## src/logic/eic_cfg.svh

```systemverilog
// offsets, reset values, input count and vector width of the interrupt controller
`ifndef EIC_CFG_SVH
`define EIC_CFG_SVH
`define EIC_NUM_IRQ 8
`define EIC_VEC_W 3
`define EIC_OFS8_VECTOR 8'hd0
`define EIC_OFS8_PENDING 8'hd1
`define EIC_OFS8_TRIGGER 8'hd2
`define EIC_OFS8_ENABLE 8'hd3
`define EIC_OFS8_CLEAR 8'hd4
`define EIC_OFS16_PENDING 8'hd0
`define EIC_OFS16_VECTOR 8'hd1
`define EIC_OFS16_ENABLE 8'hd2
`define EIC_OFS16_TRIGGER 8'hd3
`define EIC_OFS16_CLEAR 8'hd5
`define EIC_RST_ENABLE 8'h00
`define EIC_RST_TRIGGER 8'h00
`define EIC_RST_PENDING 8'h00
`endif

```

## src/logic/eic_pkg.sv

```systemverilog
// types shared by the interrupt controller files
package eic_pkg;
   typedef logic [7:0] eic_byte_t;
   typedef enum logic [2:0] {
      EIC_REG_NONE = 3'b000,
      EIC_REG_VECTOR = 3'b001,
      EIC_REG_PENDING = 3'b010,
      EIC_REG_TRIGGER = 3'b011,
      EIC_REG_ENABLE = 3'b100,
      EIC_REG_CLEAR = 3'b101
   } eic_reg_t;
endpackage : eic_pkg

```

## src/logic/eic_ctrl.sv

```systemverilog
// eight-input interrupt controller with host register window
`timescale 1ns/1ps
`include "eic_cfg.svh"
// Notes on behaviour
// enable bit i lets input i latch
// reset clears all enable bits
// trigger bit 1 level, 0 rising edge
// reset clears all trigger bits
// clear register read drops edge requests
// pending bit i set when request waits
// pending latch readable at any time
// vector register low bits give top request
// vector bits 7..3 read zero
// vector read clears the returned request
// inputs 0..3 from timer terminal counts
// inputs 4,5 from array product terms
// inputs 6,7 from array macrocells
// global interrupt on any unmasked request
// global to array, optionally port pin
// external events go through logic array
// offsets for 8-bit and 16-bit hosts
// decode within 256-byte io window
// input 7 highest, input 0 lowest
// global held while enabled pending exists
// empty vector reads zero, changes nothing
module eic_ctrl (
   input wire logic clk_i,
   input wire logic reset_i,
   input wire logic [3:0] terminal_count_i,
   input wire logic product_term_irq_4_i,
   input wire logic product_term_irq_5_i,
   input wire logic macrocell_irq_6_i,
   input wire logic macrocell_irq_7_i,
   input wire logic io_window_select_i,
   input wire logic bus16_mode_i,
   input wire logic [7:0] addr_i,
   input wire logic rd_i,
   input wire logic wr_i,
   input wire eic_pkg::eic_byte_t wdata_i,
   output eic_pkg::eic_byte_t rdata_o,
   input wire logic port_e_bit_2_special_i,
   output logic global_irq_to_array_o,
   output logic global_irq_pin_o,
   output logic global_irq_pin_oe_o
);
   import eic_pkg::*;

   eic_byte_t enable_bits;
   eic_byte_t trigger_select;
   eic_byte_t pending_latch;
   eic_byte_t prev_req;
   eic_byte_t rdata;
   eic_byte_t next_enable_bits;
   eic_byte_t next_trigger_select;
   eic_byte_t next_pending_latch;
   eic_byte_t next_rdata;
   eic_byte_t req;
   eic_byte_t rise;
   eic_byte_t set_mask;
   eic_byte_t clr_mask;
   eic_reg_t sel;
   logic [2:0] top_index;
   logic top_any;
   logic global_irq;

   // the controller has no pins of its own; all sources are internal
   assign req = {macrocell_irq_7_i, macrocell_irq_6_i,
                 product_term_irq_5_i, product_term_irq_4_i,
                 terminal_count_i};
   assign rise = req & ~prev_req;

   // register decode: the window select marks the 256-byte io space
   always_comb begin
      sel = EIC_REG_NONE;
      if (io_window_select_i) begin
         if (!bus16_mode_i) begin
            case (addr_i)
               `EIC_OFS8_VECTOR: sel = EIC_REG_VECTOR;
               `EIC_OFS8_PENDING: sel = EIC_REG_PENDING;
               `EIC_OFS8_TRIGGER: sel = EIC_REG_TRIGGER;
               `EIC_OFS8_ENABLE: sel = EIC_REG_ENABLE;
               `EIC_OFS8_CLEAR: sel = EIC_REG_CLEAR;
               default: sel = EIC_REG_NONE;
            endcase
         end else begin
            case (addr_i)
               `EIC_OFS16_VECTOR: sel = EIC_REG_VECTOR;
               `EIC_OFS16_PENDING: sel = EIC_REG_PENDING;
               `EIC_OFS16_TRIGGER: sel = EIC_REG_TRIGGER;
               `EIC_OFS16_ENABLE: sel = EIC_REG_ENABLE;
               `EIC_OFS16_CLEAR: sel = EIC_REG_CLEAR;
               default: sel = EIC_REG_NONE;
            endcase
         end
      end
   end

   // the vector is taken from enabled pending bits, so a masked stale bit is never reported
   eic_prio_enc u_prio (
      .req_i(pending_latch & enable_bits),
      .index_o(top_index),
      .any_o(top_any)
   );

   always_comb begin
      next_enable_bits = enable_bits;
      next_trigger_select = trigger_select;
      if (wr_i && sel == EIC_REG_ENABLE) begin
         next_enable_bits = wdata_i;
      end
      if (wr_i && sel == EIC_REG_TRIGGER) begin
         next_trigger_select = wdata_i;
      end
   end

   always_comb begin
      // level inputs latch while high, edge inputs on a rising edge only
      set_mask = enable_bits & ((trigger_select & req) | (~trigger_select & rise));
      clr_mask = 8'h00;
      if (rd_i && sel == EIC_REG_CLEAR) begin
         clr_mask = ~trigger_select;
      end
      if (rd_i && sel == EIC_REG_VECTOR && top_any) begin
         clr_mask[top_index] = 1'b1;
      end
      // a new request in the clearing cycle survives: set wins
      next_pending_latch = (pending_latch & ~clr_mask) | set_mask;
   end

   always_comb begin
      next_rdata = 8'h00;
      if (rd_i) begin
         case (sel)
            EIC_REG_VECTOR: next_rdata = {5'h00, top_index};
            EIC_REG_PENDING: next_rdata = pending_latch;
            EIC_REG_TRIGGER: next_rdata = trigger_select;
            EIC_REG_ENABLE: next_rdata = enable_bits;
            default: next_rdata = 8'h00;
         endcase
      end
   end

   always_ff @(posedge clk_i) begin
      if (reset_i) begin
         enable_bits <= `EIC_RST_ENABLE;
         trigger_select <= `EIC_RST_TRIGGER;
         pending_latch <= `EIC_RST_PENDING;
         prev_req <= 8'h00;
         rdata <= 8'h00;
      end else begin
         enable_bits <= next_enable_bits;
         trigger_select <= next_trigger_select;
         pending_latch <= next_pending_latch;
         prev_req <= req;
         rdata <= next_rdata;
      end
   end

   assign global_irq = |(pending_latch & enable_bits);
   assign rdata_o = rdata;
   assign global_irq_to_array_o = global_irq;
   assign global_irq_pin_o = global_irq & port_e_bit_2_special_i;
   assign global_irq_pin_oe_o = port_e_bit_2_special_i;

   property p_reset_clears;
      @(posedge clk_i) reset_i |=> (enable_bits == 8'h00 && trigger_select == 8'h00);
   endproperty
   a_reset_clears: assert property (p_reset_clears) else $error("config not cleared by reset");

   property p_masked_no_latch;
      @(posedge clk_i) disable iff (reset_i)
         (!enable_bits[7] && !pending_latch[7]) |=> !pending_latch[7];
   endproperty
   a_masked_no_latch: assert property (p_masked_no_latch) else $error("masked input latched");

   property p_edge_latch;
      @(posedge clk_i) disable iff (reset_i)
         (enable_bits[2] && !trigger_select[2] && req[2] && !prev_req[2]) |=> pending_latch[2];
   endproperty
   a_edge_latch: assert property (p_edge_latch) else $error("rising edge not latched");

   property p_level_survives_clear;
      @(posedge clk_i) disable iff (reset_i)
         (rd_i && sel == EIC_REG_CLEAR && trigger_select[4] && enable_bits[4] && req[4]) |=> pending_latch[4];
   endproperty
   a_level_survives_clear: assert property (p_level_survives_clear) else $error("level request lost");

   property p_clear_edge;
      @(posedge clk_i) disable iff (reset_i)
         (rd_i && sel == EIC_REG_CLEAR && !trigger_select[0] && !rise[0]) |=> !pending_latch[0];
   endproperty
   a_clear_edge: assert property (p_clear_edge) else $error("edge request not cleared");

   property p_vector_read;
      @(posedge clk_i) disable iff (reset_i)
         (rd_i && sel == EIC_REG_VECTOR) |=> (rdata_o == {5'h00, $past(top_index)});
   endproperty
   a_vector_read: assert property (p_vector_read) else $error("vector read wrong");

   property p_vector_top7;
      @(posedge clk_i) disable iff (reset_i)
         (pending_latch[7] && enable_bits[7]) |-> top_index == 3'h7;
   endproperty
   a_vector_top7: assert property (p_vector_top7) else $error("input 7 not top");

   property p_vector_clears;
      @(posedge clk_i) disable iff (reset_i)
         (rd_i && sel == EIC_REG_VECTOR && top_any && !set_mask[top_index]) |=> !pending_latch[$past(top_index)];
   endproperty
   a_vector_clears: assert property (p_vector_clears) else $error("vector read did not clear");

   property p_empty_read;
      @(posedge clk_i) disable iff (reset_i)
         (rd_i && sel == EIC_REG_VECTOR && !top_any) |=>
            (rdata_o == 8'h00 && ($past(pending_latch) & ~pending_latch) == 8'h00);
   endproperty
   a_empty_read: assert property (p_empty_read) else $error("empty vector read wrong");

   property p_global;
      @(posedge clk_i) disable iff (reset_i)
         (|(enable_bits & rise) && !(wr_i && sel == EIC_REG_ENABLE)) |=> global_irq_to_array_o;
   endproperty
   a_global: assert property (p_global) else $error("global interrupt wrong");

   property p_pin;
      @(posedge clk_i) disable iff (reset_i)
         (!port_e_bit_2_special_i) |-> (!global_irq_pin_oe_o && !global_irq_pin_o);
   endproperty
   a_pin: assert property (p_pin) else $error("pin driven while unselected");

   property p_pin_follows;
      @(posedge clk_i) disable iff (reset_i)
         port_e_bit_2_special_i |-> (global_irq_pin_oe_o && global_irq_pin_o == global_irq_to_array_o);
   endproperty
   a_pin_follows: assert property (p_pin_follows) else $error("pin does not follow global");

   property p_reset_idle;
      @(posedge clk_i) reset_i |=> (pending_latch == 8'h00 && rdata_o == 8'h00 && !global_irq_to_array_o);
   endproperty
   a_reset_idle: assert property (p_reset_idle) else $error("state not idle after reset");

   // write checks decode the raw offset, so a slip in the decoder itself is caught
   property p_enable_write8;
      @(posedge clk_i) disable iff (reset_i)
         (wr_i && io_window_select_i && !bus16_mode_i && addr_i == `EIC_OFS8_ENABLE) |=> enable_bits == $past(wdata_i);
   endproperty
   a_enable_write8: assert property (p_enable_write8) else $error("8-bit enable write lost");

   property p_enable_write16;
      @(posedge clk_i) disable iff (reset_i)
         (wr_i && io_window_select_i && bus16_mode_i && addr_i == `EIC_OFS16_ENABLE) |=> enable_bits == $past(wdata_i);
   endproperty
   a_enable_write16: assert property (p_enable_write16) else $error("16-bit enable write lost");

   property p_trigger_write8;
      @(posedge clk_i) disable iff (reset_i)
         (wr_i && io_window_select_i && !bus16_mode_i && addr_i == `EIC_OFS8_TRIGGER) |=>
            trigger_select == $past(wdata_i);
   endproperty
   a_trigger_write8: assert property (p_trigger_write8) else $error("8-bit trigger write lost");

   property p_trigger_write16;
      @(posedge clk_i) disable iff (reset_i)
         (wr_i && io_window_select_i && bus16_mode_i && addr_i == `EIC_OFS16_TRIGGER) |=>
            trigger_select == $past(wdata_i);
   endproperty
   a_trigger_write16: assert property (p_trigger_write16) else $error("16-bit trigger write lost");

   property p_outside_window;
      @(posedge clk_i) disable iff (reset_i)
         !io_window_select_i |=> ($stable(enable_bits) && $stable(trigger_select));
   endproperty
   a_outside_window: assert property (p_outside_window) else $error("config changed outside window");

   property p_level_latch;
      @(posedge clk_i) disable iff (reset_i)
         (enable_bits[4] && trigger_select[4] && req[4]) |=> pending_latch[4];
   endproperty
   a_level_latch: assert property (p_level_latch) else $error("level request not latched");

   property p_pending_read;
      @(posedge clk_i) disable iff (reset_i)
         (rd_i && sel == EIC_REG_PENDING) |=> rdata_o == $past(pending_latch);
   endproperty
   a_pending_read: assert property (p_pending_read) else $error("pending read wrong");

   property p_reserved_zero;
      @(posedge clk_i) disable iff (reset_i)
         (rd_i && sel == EIC_REG_VECTOR) |=> rdata_o[7:3] == 5'h00;
   endproperty
   a_reserved_zero: assert property (p_reserved_zero) else $error("reserved vector bits set");

   property p_clear_reads_zero;
      @(posedge clk_i) disable iff (reset_i)
         (rd_i && sel == EIC_REG_CLEAR) |=> rdata_o == 8'h00;
   endproperty
   a_clear_reads_zero: assert property (p_clear_reads_zero) else $error("clear register read not zero");

   // only a clearing read, an enable write or reset may drop the global line
   property p_global_held;
      @(posedge clk_i) disable iff (reset_i)
         (global_irq_to_array_o && !(rd_i && (sel == EIC_REG_VECTOR || sel == EIC_REG_CLEAR))
            && !(wr_i && sel == EIC_REG_ENABLE)) |=> global_irq_to_array_o;
   endproperty
   a_global_held: assert property (p_global_held) else $error("global interrupt dropped");

   c_edge_irq: cover property (@(posedge clk_i) disable iff (reset_i) rise[0] && enable_bits[0] ##1 global_irq);
   c_vector_read: cover property (@(posedge clk_i) disable iff (reset_i) rd_i && sel == EIC_REG_VECTOR && top_any);
   c_clear_read: cover property (@(posedge clk_i) disable iff (reset_i) rd_i && sel == EIC_REG_CLEAR && |pending_latch);
   c_bus16: cover property (@(posedge clk_i) disable iff (reset_i) wr_i && bus16_mode_i && sel == EIC_REG_ENABLE);
endmodule : eic_ctrl

```

## src/logic/eic_prio_enc.sv

```systemverilog
// fixed-priority encoder, highest index wins
`timescale 1ns/1ps
module eic_prio_enc (
   input wire logic [7:0] req_i,
   output logic [2:0] index_o,
   output logic any_o
);
   always_comb begin
      index_o = 3'h0;
      any_o = |req_i;
      for (int i = 0; i < 8; i++) begin
         if (req_i[i]) begin
            index_o = 3'(i);
         end
      end
   end
endmodule : eic_prio_enc
```

## config.mk

```make
export PLATFORM = sky130hd
export DESIGN_NAME = eic_ctrl
export DESIGN_NICKNAME = d
export VERILOG_FILES = /design/src/logic/eic_pkg.sv /design/src/logic/eic_ctrl.sv /design/src/logic/eic_prio_enc.sv
export VERILOG_INCLUDE_DIRS = /design/src /design/src/logic
export SDC_FILE = /design/constraint.sdc
export NUM_CORES = 1
export LEC_CHECK = 0
export ABC_CLOCK_PERIOD_IN_PS = 1700
export BUFFER_PORTS_ARGS = -buffer_cell sky130_fd_sc_hd__buf_2
export CORE_MARGIN = 4
export CORE_UTILIZATION = 48
export DETAILED_ROUTE_END_ITERATION = 10
export HOLD_SLACK_MARGIN = 0.06
export PLACE_DENSITY = 0.78
export SLEW_MARGIN = 20
export SYNTH_ARGS = -nofsm -noshare
export SYNTH_HDL_FRONTEND = slang
export SYNTH_SLANG_ARGS = --single-unit
```

## constraint.sdc

```tcl
create_clock -name clk_i -period 1.7 [get_ports clk_i]
set_clock_uncertainty 0.1 [all_clocks]
set_input_delay 0.34 -clock clk_i [delete_from_list [all_inputs] [get_ports clk_i]]
set_output_delay 0.34 -clock clk_i [all_outputs]
set_load 0.03 [all_outputs]
```

==> run summary <==
die height = 70.9 microns
Commonest cells post-synth = 40 x dfxtp_1, 34 x nor2_1, 18 x mux2i_1, 18 x nor2b_1, 12 x nand2_1
switching portion of total power = 21.9%
Total GRT Usage = 18.7%
Critical path origin = pending_latch[2]
Slew Viols, Final = 0
total grt overflow = 0
area post-placement = 2360 sq um
met1 wire length = 2080 microns
number of CTS-inserted buffers = 5
antenna violations before repair = 0
PwrDens = 732 nW/um^2
highest metal used = met4
top_reg_cell synth = dfxtp_1
f_max = 543 MHz
r2r startpoint = pending_latch[2]
fin crit share = 108%
hold path startpoint = wdata_i[4]
via count of the first global-routing pass = 1644
Critical Path AT = 1.40 ns
DRT Pass-1 Iters = 4
clock latency on the worst-skew pair = 0.30 ns
sw power = 409 uW
DR vias = 1766
peak supply drop = 0.000454 V
sequential area share after synthesis = 42.2%
WL final = 4800 microns
Hold Buf Count CTS = 0
Post-synth EDFFs = 0
routed wl met3 = 398 microns
CP Launch Type = flip-flop
Synth warnings = 0
vias per cell = 5.30
CTS tree = done
Clock Sinks = 40
ys async rst share = 0%
Worst Hold Class = in2reg
row count = 22
ranking of synthesized cells by area = dfxtp_1 42%, mux2i_1 9.5%, nor2_1 6.7%, nor2b_1 5.9%, nand2b_1 3.3%
synthesized area per cell = 8.95 sq um
Lkg Pwr = 0.00104 uW
setup violators final = 2
Max-Cap Viols = 0
Crit Path Class = reg2out
post-DP HPWL = 3360 microns
fraction of layout cells with a size suffix above 1 = 37.9%
Die W = 70.9 microns
Logic pwr share = 8.5%
drc violations = 0
worst rel slew slack = 72.4%
H-tree levels = 2
Synth cell types = 37
met2 routed wirelength = 2210 microns
status = finished, violations left
final hold violations = 0
Area growth, synth to finish = 34.3%
Syn Nets = 243
Max Buffers Root-to-Sink = 2
Initial DRC Count = 136
largest net degree at the start of global routing = 33
Critical Path End Type = output port
final net count = 315
mapped cell area = 1900 sq um
clock share of power = 40.7%
share of the synthesized area in the top cell type = 42.2%
# IOs = 42
power share of the sequential group = 50.8%
IO Port Bufs = 41
final worst slack = -0.142 ns
initial core utilization = 50.7%
Routed WL per cell = 14.4 microns
# fillers = 306
Post-Synthesis Cells = 212
first-pass GRT wire length = 7510 microns
CP Max Fanout = 3
diodes inserted = 0
setup TNS = -0.283 ns
Die ar. = 5020 sq um
Req. time, crit path = 1.26 ns
fin crit period = 1.84 ns
violated checks = setup timing
root buf cell = clkbuf_8
Routability Congestion = 0.855
Int Pwr = 1460 uW
top-count cell post-synth = dfxtp_1
Core Area = 3740 sq um
CTS clk-pin slew, worst paths = 0.08 ns
Slew @ Worst Pin = 0.412 ns
leading area contributor after synthesis = dfxtp_1
DRT antenna net count = 0
Yosys reg bits = 40
Design Area, Final = 2550 sq um
unrepaired setup endpoints after global routing = true
sequential cells by signal, indices dropped and copies added (netlist names):
register	count
trigger_select	8
prev_req	8
enable_bits	8
rdata_o	8
pending_latch	8
through the flow:
step	cells	total power (uW)	util, %	worst slack [ns]	hold WS, ns
floorplan	212	1050	-	-0.0367	0.363
global placement	319	1120	62.9	-0.176	0.393
detailed placement	319	1130	62.9	-0.219	0.410
CTS	330	1880	66.9	-0.170	0.190
global route	333	1940	68.1	-0.181	0.196
finish	333	1870	68.1	-0.142	0.191
layout make-up:
type,instances,area (sq um),share of cell area (%)
timing repair buffer,75,485,19.0
sequential,40,806,31.6
tap,48,60.1,2.36
clock buffer,6,72.6,2.85
multi-input combinational,162,1090,42.8
clock inverter,2,35.0,1.37
metal layers:
| layer | vias to the layer above | GRT usage (%) |
|---|---|---|
| met2 | 75 | 28.9 |
| met1 | 797 | 24.7 |
| met3 | 13 | 5.26 |
| met4 | 0 | 7.10 |
| met5 | - | 0 |
| li1 | 881 | - |
power by group through the flow:
stage	logic [uW]	clock network, uW	registers [uW]
3_5_place_dp	156	0	971
3_3_place_gp	153	0	971
6_report	158	760	949
5_1_grt	173	814	950
4_1_cts	156	775	949
2_1_floorplan	79.1	0	971
cells by family after synthesis:
kind of cell           share of synthesized area [%]
AND/OR/NAND/NOR                                 30.0
multiplexers                                    13.6
buffers and inverters                           3.16
XOR/XNOR                                       0.462
flip-flops                                      42.2
AO/OA/AOI/OAI                                   10.5
final timing paths:
check | endpoint | cells after the start | slack (ns)
max | global_irq_to_array_o | 4 | -0.14
min | trigger_select[4] | 3 | 0.19
max reg2reg | pending_latch[0] | 6 | 0.04
min reg2reg | pending_latch[5] | 3 | 0.41
timing repair:
| item | CTS | global route |
|---|---|---|
| gates cloned | 0 | 0 |
| gates resized for setup | 6 | 7 |
| setup buffers | 3 | 3 |
| pin swaps | 5 | 8 |
| endpoints found under the hold margin | 0 | 0 |
| endpoints found under the setup margin | 2 | 7 |
worst max-delay path, stage by stage, from the launching register on:
cell and delay, ns:
dfxtp_2 0.33, a22oi_2 0.24, nand4_1 0.22, buf_4 0.20, buf_6 0.13
placed cells by master, fill, tap and decap left out, types with 4 or more instances in the layout:
cell / n
buf_4: 33
buf_2: 39
mux2i_1: 18
nand3_1: 10
o21ai_0: 8
nor2_1: 32
a22oi_2: 4
nand2b_1: 10
nor2b_1: 18
a21oi_1: 11
clkbuf_8: 5
nand2_1: 12
mux2_2: 5
o21ai_1: 8
dfxtp_2: 4
dfxtp_1: 36
(Power assumes the default switching activity.)
